[src/rtl/mpa_pkg.sv]
// constants for the pacing, pause timer and station address block
// assumes a 100 MHz MAC clock and a 32-bit classic Wishbone slave port
package mpa_pkg;

  // ===========================================
  // register byte offsets
  localparam logic [7:0] OFS_PACE = 8'h00;
  localparam logic [7:0] OFS_RX_PAUSE_TIMER_VIEW = 8'h04;
  localparam logic [7:0] OFS_TX_PAUSE_TIMER_VIEW = 8'h08;
  localparam logic [7:0] OFS_ADDR_LO = 8'h0c;
  localparam logic [7:0] OFS_ADDR_HI = 8'h10;
  localparam logic [7:0] OFS_INDEX = 8'h14;

  // ===========================================
  // field positions and reset values
  localparam int PACE_W = 5;
  localparam int TMR_W = 16;
  localparam int IDX_W = 3;
  localparam int LO_B0_POS = 8;
  localparam int LO_B1_POS = 0;
  localparam int HI_GROUP_POS = 0;
  localparam logic [4:0] PACE_RST = 5'h00;
  localparam logic [4:0] PACE_LOAD = 5'h1f;
  localparam logic [15:0] TMR_RST = 16'h0000;
  localparam logic [15:0] RXP_LOAD = 16'hff00;
  localparam logic [15:0] PAUSE_MAX = 16'hffff;
  localparam logic [31:0] ADDR_HI_RST = 32'h0000_0000;
  localparam logic [7:0] BYTE_RST = 8'h00;

  // ===========================================
  // link speed codes
  localparam logic [1:0] SPD_10 = 2'h0;
  localparam logic [1:0] SPD_100 = 2'h1;
  localparam logic [1:0] SPD_1000 = 2'h2;

  // ===========================================
  // timing: slot is 512 bit times, gap is 96 bit times
  localparam int CLK_PERIOD_PS = 10000;
  localparam int SLOT_BITS = 512;
  localparam int IPG_BITS = 96;
  localparam int BIT_PS_10 = 100000;
  localparam int BIT_PS_100 = 10000;
  localparam int BIT_PS_1000 = 1000;
  localparam int SLOT_CYC_100 = SLOT_BITS * BIT_PS_100 / CLK_PERIOD_PS;
  localparam int SLOT_CYC_1000 = SLOT_BITS * BIT_PS_1000 / CLK_PERIOD_PS;
  localparam int IPG_CYC_10 =
    (IPG_BITS * BIT_PS_10 + CLK_PERIOD_PS - 1) / CLK_PERIOD_PS;
  localparam int IPG_CYC_100 =
    (IPG_BITS * BIT_PS_100 + CLK_PERIOD_PS - 1) / CLK_PERIOD_PS;
  localparam int IPG_CYC_1000 =
    (IPG_BITS * BIT_PS_1000 + CLK_PERIOD_PS - 1) / CLK_PERIOD_PS;
  localparam int PACE_GAPS = 4;
  localparam int SLOT_W = 13;
  localparam int GAP_W = 12;

  typedef enum logic [0:0] {GATE_OPEN, GATE_GAP} mpa_gate_e;

endpackage

[src/rtl/mpa_core.sv]
// transmit pacing, pause timers and station address table of the MAC
// assumes frame engine events are single-cycle pulses on REF_CLK
//
// The implementer's own choices: the Wishbone interface to the registers and the address map.
`timescale 1ns/1ps

module mpa_core
  import mpa_pkg::*;
#(
  parameter int SLOT_CYC_10 = SLOT_BITS * BIT_PS_10 / CLK_PERIOD_PS,
  parameter int ENTRIES = 8
) (
  // clock, reset, enable
  input wire logic REF_CLK,
  input wire logic RST,
  input wire logic CE,
  // link speed
  input wire logic [1:0] LINK_SPEED,
  // frame engine transmit events
  input wire logic TX_DONE,
  input wire logic TX_COLL_DEFER,
  input wire logic TX_PAUSE_SENT,
  input wire logic [15:0] TX_PAUSE_TIME,
  input wire logic RX_FLOW_HOLD,
  // frame engine receive events
  input wire logic RX_PAUSE_RCVD,
  input wire logic [15:0] RX_PAUSE_TIME,
  input wire logic RX_DA_VALID,
  input wire logic [47:0] RX_DA,
  // to the frame engine
  output logic TX_START_OK,
  output logic TX_PAUSE_REQ,
  output logic PACING_ACTIVE,
  output logic ADDR_MATCH,
  output logic ADDR_MATCH_VALID,
  // wishbone slave
  input wire logic CYC_I,
  input wire logic STB_I,
  input wire logic WE_I,
  input wire logic [7:0] ADR_I,
  input wire logic [3:0] SEL_I,
  input wire logic [31:0] DAT_I,
  output logic ACK_O,
  output logic [31:0] DAT_O
);

  // ===========================================
  // state
  typedef struct packed {
    logic [PACE_W-1:0] pace;
    logic [TMR_W-1:0] rxp;
    logic [TMR_W-1:0] txp;
    logic [SLOT_W-1:0] slot;
    logic [GAP_W-1:0] gap;
    mpa_gate_e gate;
    logic [IDX_W-1:0] idx;
    logic [ENTRIES-1:0][7:0] b0;
    logic [7:0] b1;
    logic [31:0] hi;
    logic ack;
    logic [31:0] dat;
    logic start_ok;
    logic pause_req;
    logic match;
    logic match_valid;
    logic pace_act;
  } mpa_state_s;

  mpa_state_s st_r;
  mpa_state_s st_nxt;

  // ===========================================
  // helpers
  function automatic logic [TMR_W-1:0] dec_sat(
    input logic [TMR_W-1:0] v
  );
    dec_sat = (v == '0) ? v : v - 16'h0001;
  endfunction

  function automatic logic [SLOT_W-1:0] slot_len(
    input logic [1:0] spd
  );
    case (spd)
      SPD_10: slot_len = SLOT_W'(SLOT_CYC_10 - 1);
      SPD_100: slot_len = SLOT_W'(SLOT_CYC_100 - 1);
      default: slot_len = SLOT_W'(SLOT_CYC_1000 - 1);
    endcase
  endfunction

  function automatic logic [GAP_W-1:0] gap_len(
    input logic [1:0] spd,
    input logic stretch
  );
    logic [GAP_W-1:0] g;
    case (spd)
      SPD_10: g = GAP_W'(IPG_CYC_10);
      SPD_100: g = GAP_W'(IPG_CYC_100);
      default: g = GAP_W'(IPG_CYC_1000);
    endcase
    gap_len = stretch ? GAP_W'(g * PACE_GAPS) : g;
  endfunction

  function automatic logic [31:0] merge(
    input logic [31:0] old,
    input logic [31:0] wd,
    input logic [3:0] sel
  );
    logic [31:0] m;
    m = old;
    for (int i = 0; i < 4; i++) begin
      if (sel[i]) begin
        m[i*8 +: 8] = wd[i*8 +: 8];
      end
    end
    merge = m;
  endfunction

  // ===========================================
  // next state
  logic slot_tick;
  logic req;
  logic [31:0] lo_view;
  logic [31:0] wlo;
  logic [31:0] whi;
  logic [31:0] rd;
  logic [4:0] pace_dec;

  always_comb begin
    st_nxt = st_r;
    slot_tick = (st_r.slot == '0);
    req = CYC_I && STB_I;
    lo_view = '0;
    lo_view[LO_B0_POS +: 8] = st_r.b0[st_r.idx];
    lo_view[LO_B1_POS +: 8] = st_r.b1;
    wlo = merge(lo_view, DAT_I, SEL_I);
    whi = merge(st_r.hi, DAT_I, SEL_I);
    pace_dec = (st_r.pace == '0) ? st_r.pace : st_r.pace - 5'h01;
    st_nxt.pause_req = 1'b0;
    st_nxt.match_valid = 1'b0;

    // slot tick generator
    st_nxt.slot = slot_tick ? slot_len(LINK_SPEED) : st_r.slot - 1'b1;

    // pacing count and gap after each frame
    if (TX_DONE) begin
      if (TX_COLL_DEFER) begin
        st_nxt.pace = PACE_LOAD;
        st_nxt.gap = gap_len(LINK_SPEED, 1'b0);
      end else begin
        st_nxt.pace = pace_dec;
        st_nxt.gap = gap_len(LINK_SPEED, st_r.pace != '0);
      end
      st_nxt.gate = GATE_GAP;
    end else begin
      case (st_r.gate)
        GATE_GAP: begin
          if (st_r.gap <= 12'h001) begin
            st_nxt.gate = GATE_OPEN;
            st_nxt.gap = '0;
          end else begin
            st_nxt.gap = st_r.gap - 12'h001;
          end
        end
        default: begin
          st_nxt.gap = '0;
        end
      endcase
    end

    // receive-side pause timer
    if (TX_PAUSE_SENT && TX_PAUSE_TIME == PAUSE_MAX) begin
      st_nxt.rxp = RXP_LOAD;
    end else if (slot_tick && st_r.rxp != '0) begin
      st_nxt.rxp = dec_sat(st_r.rxp);
      if (st_r.rxp == 16'h0001 && RX_FLOW_HOLD) begin
        st_nxt.pause_req = 1'b1;
        st_nxt.rxp = RXP_LOAD;
      end
    end

    // transmit-side pause timer
    if (RX_PAUSE_RCVD) begin
      st_nxt.txp = RX_PAUSE_TIME;
    end else if (slot_tick) begin
      st_nxt.txp = dec_sat(st_r.txp);
    end

    // transmit start gate
    st_nxt.start_ok = (st_nxt.txp == '0) && !TX_DONE &&
      (st_nxt.gate == GATE_OPEN);

    // pacing flag registered with the count it reflects
    st_nxt.pace_act = (st_nxt.pace != '0);

    // destination address match
    if (RX_DA_VALID) begin
      st_nxt.match_valid = 1'b1;
      st_nxt.match = 1'b0;
      for (int e = 0; e < ENTRIES; e++) begin
        if (RX_DA == {st_r.hi[7:0], st_r.hi[15:8], st_r.hi[23:16],
                      st_r.hi[31:24], st_r.b1, st_r.b0[e]}) begin
          st_nxt.match = 1'b1;
        end
      end
    end

    // bus read mux
    case (ADR_I)
      OFS_PACE: rd = {27'h0, st_r.pace};
      OFS_RX_PAUSE_TIMER_VIEW: rd = {16'h0, st_r.rxp};
      OFS_TX_PAUSE_TIMER_VIEW: rd = {16'h0, st_r.txp};
      OFS_ADDR_LO: rd = lo_view;
      OFS_ADDR_HI: rd = st_r.hi;
      OFS_INDEX: rd = {29'h0, st_r.idx};
      default: rd = 32'h0000_0000;
    endcase

    // bus handshake: ack one cycle after request, write at ack edge
    st_nxt.ack = req && !st_r.ack;
    if (req && !st_r.ack) begin
      st_nxt.dat = rd;
    end
    if (req && st_r.ack && WE_I) begin
      case (ADR_I)
        OFS_ADDR_LO: begin
          st_nxt.b0[st_r.idx] = wlo[LO_B0_POS +: 8];
          st_nxt.b1 = wlo[LO_B1_POS +: 8];
        end
        OFS_ADDR_HI: begin
          st_nxt.hi = whi;
          st_nxt.hi[HI_GROUP_POS] = 1'b0;
        end
        OFS_INDEX: begin
          if (SEL_I[0]) begin
            st_nxt.idx = DAT_I[IDX_W-1:0];
          end
        end
        default: begin
          st_nxt.idx = st_r.idx;
        end
      endcase
    end
  end

  // ===========================================
  // registers
  always_ff @(posedge REF_CLK or posedge RST) begin
    if (RST) begin
      st_r.pace <= PACE_RST;
      st_r.rxp <= TMR_RST;
      st_r.txp <= TMR_RST;
      st_r.slot <= '0;
      st_r.gap <= '0;
      st_r.gate <= GATE_OPEN;
      st_r.idx <= '0;
      st_r.b0 <= '0;
      st_r.b1 <= BYTE_RST;
      st_r.hi <= ADDR_HI_RST;
      st_r.ack <= 1'b0;
      st_r.dat <= 32'h0000_0000;
      st_r.start_ok <= 1'b0;
      st_r.pause_req <= 1'b0;
      st_r.match <= 1'b0;
      st_r.match_valid <= 1'b0;
      st_r.pace_act <= 1'b0;
    end else if (CE) begin
      st_r <= st_nxt;
    end
  end

  // ===========================================
  // outputs
  assign TX_START_OK = st_r.start_ok;
  assign TX_PAUSE_REQ = st_r.pause_req;
  assign PACING_ACTIVE = st_r.pace_act;
  assign ADDR_MATCH = st_r.match;
  assign ADDR_MATCH_VALID = st_r.match_valid;
  assign ACK_O = st_r.ack;
  assign DAT_O = st_r.dat;

endmodule // mpa_core

[config.mk]
export PLATFORM = sky130hd
export DESIGN_NAME = mpa_core
export DESIGN_NICKNAME = d
export VERILOG_FILES = /design/src/rtl/mpa_pkg.sv /design/src/rtl/mpa_core.sv
export SDC_FILE = /design/constraint.sdc
export NUM_CORES = 1
export LEC_CHECK = 0
export ABC_AREA = 1
export BUFFER_PORTS_ARGS = -buffer_cell sky130_fd_sc_hd__buf_4
export CAP_MARGIN = 10
export CELL_PAD_IN_SITES_DETAIL_PLACEMENT = 1
export CELL_PAD_IN_SITES_GLOBAL_PLACEMENT = 2
export CORE_AREA = 2 2 188 190
export DETAILED_ROUTE_END_ITERATION = 6
export DIE_AREA = 0 0 190 192
export GPL_TIMING_DRIVEN = 0
export PLACE_DENSITY = 0.84
export SLEW_MARGIN = 20
export SYNTH_ARGS = -nofsm -noshare
export SYNTH_HDL_FRONTEND = slang
export SYNTH_SLANG_ARGS = --single-unit
[constraint.sdc]
create_clock -name REF_CLK -period 15.8 [get_ports REF_CLK]
set_clock_uncertainty 0.15 [all_clocks]
set_input_delay 0.79 -clock REF_CLK [delete_from_list [all_inputs] [get_ports REF_CLK]]
set_output_delay 0.79 -clock REF_CLK [all_outputs]
set_load 0.02 [all_outputs]
* Yosys cells after proc, flatten, opt, wreduce, memory -nomap -nowiden *
Cells that the tools add are included.

word-level totals
  output and inout bits = 38
  bits of input ports = 138
  logic and storage cells = 125
  flip-flop bits (word level) = 207

cells by class
  reduce and logical (&&, ||, !) cells = 33
  mux-type cells = 39
  $lt $le $gt $ge = 3
  bitwise logic cells = 1
  equality and inequality tests = 17
  add/sub/neg operators = 5

operators by type and width
  cell                                                  number
  equality test 48 bit                                  8
  one-hot mux 32 bit (6 select lines)                   1
  two-way mux 16 bit                                    7
  bitwise mux 64 bit                                    1
  logical NOT 16 bit                                    3
  two-way mux 12 bit                                    4
  subtractor 16 x 1 -> 16 bit, second input constant    2
  two-way mux 13 bit                                    2
  one-hot mux 13 bit (2 select lines)                   1
  binary-select mux 8 bit (select 3 bit)                1
  demux 8 bit (select 3 bit)                            1
  two-way mux 8 bit                                     3
  AND reduction 4 bit                                   6
  one-hot mux 10 bit (2 select lines)                   1
  equality test 16 x 1 -> 1 bit, second input constant  1
  equality test 16 bit, second input constant           1
  equality test 8 x 4 -> 1 bit, second input constant   2
  equality test 8 x 5 -> 1 bit, second input constant   2
  nonzero test 16 bit                                   1
  two-way mux 5 bit                                     3
  two-way mux 1 bit                                     14
  logical NOT 13 bit                                    1
  subtractor 13 x 1 -> 13 bit, second input constant    1
  <= comparator 12 x 1 -> 1 bit, second input constant  1
  other kinds (17)                                      30

* Longest topological paths before layout *
Gate-level depths: netlist of the first run.

  word-level depth = 9
  mapped depth = 16
  mapped depth without buffers = 16

* Least setup slack after synthesis of the first run *
Ideal clock, no wire load.

  path kind = input-to-reg
  from = input port CE
  to = register st_r[97] in the netlist's numbering
  setup slack = 13488 ps
  arrival = 2026 ps
  library setup time = 135 ps
  data required time = 15515 ps
  path buffers = 1
  stages = 10
  path through = buf_2 inv_2 nor2_1 inv_1 nor2_1 inv_2 nor2_2 inv_2 nand2_1 o21ai_1

on the way
  cells in the longest elaborated chain, start to end = 1

ends and longest elaborated chain
  element                        line             source
  from (decl)                    mpa_core.sv:16   input wire logic CE,
  AND reduction 3 bit (no line)  n/a
  to (signal assigned)           mpa_core.sv:267  st_r <= st_nxt;
  to (decl)                      mpa_core.sv:69   mpa_state_s st_r;

No other way between the ends.
A chain may end at the register's enable or synchronous reset.

* Worst setup path in the final report of the first run *
  from = register st_r[158] in the netlist's numbering
  to = register st_r[190] in the netlist's numbering

on the way
  cells in the longest elaborated chain, start to end = 4

ends and longest elaborated chain
  element                        line             source
  logical NOT 13 bit             mpa_core.sv:130  slot_tick = (st_r.slot == '0);
  logical AND 1 bit              mpa_core.sv:173  end else if (slot_tick && st_r.rxp != '0) begin
  nonzero test 2 bit (no line)   n/a
  AND reduction 3 bit (no line)  n/a

No other way between the ends.

==> results of run 1 <==
stage by stage:
step           worst slack (ns)  cells  hold slack, ns   util
6_report                  13.08   2316          0.0964  0.439
5_1_grt                   12.92   2316           0.119  0.439
4_1_cts                   13.11   2316           0.110  0.439
3_5_place_dp              12.68   2269           0.316  0.414
3_3_place_gp               6.12   2267           0.313  0.412
2_1_floorplan              9.21   1647           0.300      -
layer usage:
metal	GRT usage	share of wire
met5	0	0
met4	0.0516	0.020
met3	0.0422	0.050
met2	0.414	0.47
met1	0.327	0.46
worst max-delay path by stage:
stage,to,start,slack (ns)
2_1_floorplan,ACK_O,RST,9.21
3_3_place_gp,st_r[54],RST,6.12
3_5_place_dp,st_r[66],ADR_I[1],12.68
4_1_cts,st_r[190],st_r[158],13.11
5_1_grt,st_r[191],st_r[187],12.92
6_report,st_r[190],st_r[158],13.08
worst register-to-register path: stages, from the launching register on:
cell     delay [ns]
dfrtp_1        0.37
inv_1          0.10
ha_1           0.20
nand2_1        0.10
nor2_1         0.12
nand2_1        0.13
nor2_4         0.33
o21ai_1        0.20
a21oi_1        0.48
nand2_1        0.22
o21ai_0        0.14
a21oi_1        0.08
cells in the final DEF, fill, tap and decap left out, types with 40 or more instances in the layout:
| cell | synthesis | final |
|---|---|---|
| nand2_1 | 420 | 420 |
| o21ai_1 | 65 | 65 |
| nor2_1 | 136 | 136 |
| o21ai_0 | 114 | 114 |
| nand3_1 | 110 | 110 |
| inv_1 | 157 | 156 |
| xor2_1 | 58 | 58 |
| clkbuf_1 | 33 | 40 |
| nand4_1 | 48 | 48 |
| buf_4 | 32 | 197 |
| dfrtp_1 | 207 | 207 |
registers in the layout, summed over array words and instances (netlist names):
signal and flops:
ACK_O 1, lo_view 8, ADDR_MATCH 1, DAT_O 32, TX_START_OK 1, st_r 161
ADDR_MATCH_VALID 1, PACING_ACTIVE 1, TX_PAUSE_REQ 1
cells by family after synthesis:
logic type | synth area share
multiplexers | 0.0167
adder cells (fa/ha/maj) | 0.00813
XOR/XNOR | 0.0583
AO/OA/AOI/OAI | 0.128
buffers and inverters | 0.0898
AND/OR/NAND/NOR | 0.278
flip-flops | 0.421
where the power goes:
| group | switching, mW | internal (mW) |
|---|---|---|
| clock network | 0.244 | 0.365 |
| logic | 0.121 | 0.0739 |
| registers | 0.0274 | 0.556 |
| total | 0.393 | 0.995 |
layout make-up:
class | count | area, um2
Tap cell | 455 | 569
Buffer | 77 | 418
Sequential cell | 207 | 5180
Inverter | 183 | 694
Multi-Input combinational cell | 1180 | 6020
Timing Repair Buffer | 167 | 1290
Clock inverter | 11 | 141
Fill cell | 4314 | 19200
Clock buffer | 36 | 718
==> results.json, run 1 <==
{
  "core_area_mm2": 0.0343,
  "drv_cap": 0,
  "r2r_start": "st_r[158]",
  "routed_via_density": 5.21,
  "synth.largest_area_cell": "dfrtp_1",
  "rr_worst_depth": 11,
  "grt_pass1_vias": 12300,
  "synth-edff-count": 0,
  "synthFlopType": "dfrtp_1",
  "design_area_mm2": 0.0150,
  "status": "finished, final reports clean",
  "synth_area_mm2": 0.0123,
  "ios": 176,
  "die_area_mm2": 0.0365,
  "required_ns": 16.08,
  "leakage_nw": 7.25,
  "netlist.area_leader.share": 0.421,
  "reg2reg_to": "st_r[190]",
  "drcViolationCount": 0,
  "setup_violations": 0,
  "ys_top_cells_by_count": "nand2_1 (420), dfrtp_1 (207), inv_1 (157)",
  "ctsResizeCount": 0,
  "fp-row-count": 68,
  "dpl_cell_area_mm2": 0.0142,
  "cts_root_buf": "clkbuf_16",
  "cp.depth": 11,
  "clk_pin_slew_worst_paths_ns": 0.06,
  "syn_avg_cell_area_um2": 7.47,
  "yosysMostFrequentCell": "nand2_1",
  "syn-num-nets": 1793,
  "crit_fanout": 9,
  "max_freq_ghz": 0.368,
  "areaGrowthSynthToFinish_pct": 22.2,
  "crit_chain": "inv_1, ha_1, nand2_1, nor2_1, nand2_1, nor2_4, o21ai_1, a21oi_1, nand2_1, o21ai_0, a21oi_1",
  "diodes": 0,
  "slew_viol_final": 0,
  "clock_path_buffers": 3,
  "drtAntennaViolNets": 0,
  "routed-via-count": 12100,
  "cpMostUsedCell": "nand2_1",
  "drive_above_1_share": 0.175,
  "grt-ovfl-total": 0,
  "slew_headroom": 0.465,
  "cts_tree": "done",
  "nets": 1988,
  "wl_per_cell_um": 19.4,
  "min_path_type": "in2async",
  "p_total_mw": 1.39,
  "r2r_slack_ns": 13.08,
  "synth.area.top_cells": "dfrtp_1 (42%), nand2_1 (13%), inv_1 (4.8%)",
  "fin_crit_sh": 0.172,
  "seq_area_frac_synth": 0.421,
  "drt_iter0_markers": 622,
  "cpMaxStageDelayCell": "a21oi_1",
  "routed_wl_um": 44900,
  "endpoint_kind": "flop",
  "critPathKind": "reg2reg",
  "dr.pass1.iters": 5,
  "grt_max_degree": 96,
  "yosys_warnings": 0,
  "cp-start-kind": "flop",
  "htreeDepth": 1,
  "synth.distinct_cells": 45,
  "place_congestion": 0.886,
  "numClockSinks": 207,
  "irDropWorstVdd_mv": 0.0778,
  "ys_seq_elements": 207,
  "ctsHoldBuffers": 0,
  "path_buf_inv": 1,
  "grt_pass1_wl_um": 69200,
  "path_delay_family": "simple AND/OR/NAND/NOR gates",
  "die_w_um": 190,
  "tns_ns": 0,
  "antenna_found_initial": 0,
  "clock_latency_ns": 0.55,
  "rsz0062_at_grt": "false",
  "synthCells": 1647,
  "p_per_area_mw_per_mm2": 92.3,
  "hpwlAfterDp_um": 35200,
  "worstMarginPinSlew_ns": 0.803,
  "fp.dieH_um": 192,
  "start_util": 0.359,
  "cts_buffers": 26,
  "grt_use_total": 0.244,
  "port_buffers": 165,
  "hold_violations": 0,
  "arrival_ns": 3.00,
  "slowest_delay_ns": 0.48,
  "async_reset_ff_frac": 1.00,
  "postCtsSetupRepairBufs": 0,
  "layout_min_cycle_time_ns": 2.72
}
No activity file was read; power rests on OpenSTA's default activity.
==> run 2: changes to the inputs <==
--- a/config.mk
+++ b/config.mk
@@ -10,11 +10,11 @@
 export CAP_MARGIN = 10
 export CELL_PAD_IN_SITES_DETAIL_PLACEMENT = 1
 export CELL_PAD_IN_SITES_GLOBAL_PLACEMENT = 2
-export CORE_AREA = 2 2 188 190
+export CORE_AREA = 2 2 206 208
 export DETAILED_ROUTE_END_ITERATION = 6
-export DIE_AREA = 0 0 190 192
+export DIE_AREA = 0 0 208 210
 export GPL_TIMING_DRIVEN = 0
-export PLACE_DENSITY = 0.84
+export PLACE_DENSITY = 0.74
 export SLEW_MARGIN = 20
 export SYNTH_ARGS = -nofsm -noshare
 export SYNTH_HDL_FRONTEND = slang
==> constraint.sdc (replaced) <==
create_clock -name REF_CLK -period 2.3 [get_ports REF_CLK]
set_clock_uncertainty 0.15 [all_clocks]
set_input_delay 0.115 -clock REF_CLK [delete_from_list [all_inputs] [get_ports REF_CLK]]
set_output_delay 0.115 -clock REF_CLK [all_outputs]
set_load 0.02 [all_outputs]
==> results.json, run 2 (synthesized netlist as in run 1, its figures left out) <==
{
  "cpMostUsedCell": "nand2_1",
  "multi_input_area_mm2": 0.00631,
  "place_congestion": 0.842,
  "dr.pass1.iters": 5,
  "hpwlAfterDp_um": 38100,
  "cts_root_buf": "clkbuf_16",
  "drive_above_1_share": 0.221,
  "rsz0062_at_grt": "true",
  "numClockSinks": 207,
  "clock_path_buffers": 3,
  "failed_checks": "setup timing",
  "clk_pin_slew_worst_paths_ns": 0.06,
  "seqCellArea_mm2": 0.00519,
  "max_freq_ghz": 0.433,
  "die_w_um": 208,
  "seqPwrFrac": 0.405,
  "drt_iter0_markers": 594,
  "largest_reg_flops": 161,
  "layout_commonest_cell": "nand2_1",
  "antenna_found_initial": 2,
  "largest_register": "st_r",
  "fin_crit_sh": 1.01,
  "port_buffers": 165,
  "fp-row-count": 75,
  "wl_per_cell_um": 19.5,
  "power.internal_mw": 7.04,
  "routed_wl_um": 49100,
  "clock_latency_ns": 0.55,
  "place_inst": 2359,
  "status": "complete, but fails checks",
  "worstMarginPinSlew_ns": 0.828,
  "areaGrowthSynthToFinish_pct": 36.3,
  "slew_viol_final": 0,
  "instances_no_fill": 2520,
  "slowest_delay_ns": 0.41,
  "post-place-ws_ns": -0.350,
  "crit_fanout": 6,
  "htreeDepth": 1,
  "n_fill_cell": 5027,
  "crit_chain": "inv_2, ha_4, nand2_4, nor2_4, nand2_2, nor2_4, buf_12, buf_8, buf_6, nand4_1, nand3_1, nand2_1, nor2_1, nand2_1, nor2_1, nand2_1, nand2_1",
  "drcViolationCount": 0,
  "layout_min_cycle_time_ns": 2.31,
  "cts_tree": "done",
  "ios": 176,
  "slew_headroom": 0.448,
  "p_per_area_mw_per_mm2": 592,
  "switching_share": 0.291,
  "cp-start-kind": "flop",
  "fp.dieH_um": 210,
  "core_area_mm2": 0.0415,
  "required_ns": 2.64,
  "rr_worst_depth": 17,
  "min_path_type": "in2reg",
  "endpoint_kind": "flop",
  "grt_pass1_vias": 13100,
  "arrival_ns": 2.65,
  "pwr-share-clk": 0.435,
  "routed_via_density": 4.92,
  "hold_violations": 0,
  "mostFrequentLayoutCells": "nand2_1 (404), buf_4 (225), dfrtp_1 (202), inv_1 (149), nor2_1 (125)",
  "r2r_slack_ns": -0.01,
  "grt-ovfl-total": 0,
  "cts_buffers": 27,
  "power.switching_mw": 2.89,
  "irDropWorstVdd_mv": 0.477,
  "fin_ws_ns": -0.0121,
  "cpMaxStageDelayCell": "dfrtp_1",
  "post-route-util": 0.404,
  "holdPathStages": 7,
  "grt_use_total": 0.222,
  "grt_pass1_wl_um": 76300,
  "drtAntennaViolNets": 0,
  "combPwrFrac": 0.161,
  "drv_cap": 0,
  "die_area_mm2": 0.0437,
  "diodes": 0,
  "critPathKind": "reg2reg",
  "grt_max_degree": 31,
  "leakage_nw": 7.94,
  "start_util": 0.297,
  "nets": 2107,
  "setup_violations": 1,
  "routed-via-count": 12400,
  "p_total_mw": 9.93
}
[run 2: final timing paths]
| path | startpoint | end |
|---|---|---|
| setup reg to reg | st_r[159] | TX_START_OK |
| hold / removal | RX_DA[36] | ADDR_MATCH |
| hold reg to reg | DAT_O[23] | DAT_O[23] |
| min in group asynchronous | RST | st_r[181] |
| setup / recovery | st_r[159] | TX_START_OK |
| max in group asynchronous | RST | st_r[67] |
[run 2: power groups by stage]
stage / Sequential [mW] / Clock [mW] / Combinational [mW]
3_3_place_gp: 4.07 / 0 / 1.32
3_5_place_dp: 4.07 / 0 / 1.40
2_1_floorplan: 4.01 / 0 / 0.822
4_1_cts: 4.01 / 4.41 / 1.53
5_1_grt: 4.04 / 4.56 / 1.78
6_report: 4.02 / 4.32 / 1.59
[run 2: through the flow]
| stage | hold slack [ns] | area, um2 | TNS (ns) |
|---|---|---|---|
| after floorplan | 0.116 | 12300 | -134.81 |
| after global placement | 0.199 | 14200 | -517.66 |
| after detailed placement | 0.0831 | 14400 | -27.18 |
| after CTS | 0.00105 | 16300 | -0.0728 |
| after global routing | 0.0602 | 16800 | -0.498 |
| final | 0.0148 | 16800 | -0.0121 |
[run 2: metal layers]
| metal | GRT usage | share of wire | wire [um] | vias up |
|---|---|---|---|---|
| met5 | 0 | 0.00047 | 23 | - |
| met4 | 0.0619 | 0.026 | 1280 | 4 |
| met3 | 0.0390 | 0.049 | 2420 | 74 |
| met2 | 0.360 | 0.46 | 22700 | 251 |
| met1 | 0.306 | 0.46 | 22700 | 6064 |
| li1 | - | - | - | 6017 |
[run 2: cell type report]
type,count,share of cell area
tap,539,0.0402
inverter,183,0.0418
clock inverter,11,0.00537
sequential,207,0.309
timing repair buffer,288,0.152
buffer,74,0.0272
multi-input combinational,1180,0.376
clock buffer,38,0.0481
[run 2: critical path, delay by kind of cell, from the launching register on]
| family | cells | cell delay, ns |
|---|---|---|
| AND/OR/NAND/NOR | 12 | 1.07 |
| buffers and inverters | 4 | 0.45 |
| flip-flops | 1 | 0.41 |
| adder cells (fa/ha/maj) | 1 | 0.16 |
[run 2: what timing repair did]
action / in CTS / in global routing
setup buffers: 8 / 25
endpoints found under the setup margin: 119 / 120
pin swaps: 7 / 29
cloned: 0 / 1
resized for setup: 43 / 77
hold buffers: 81 / 0
endpoints found under the hold margin: 187 / 0
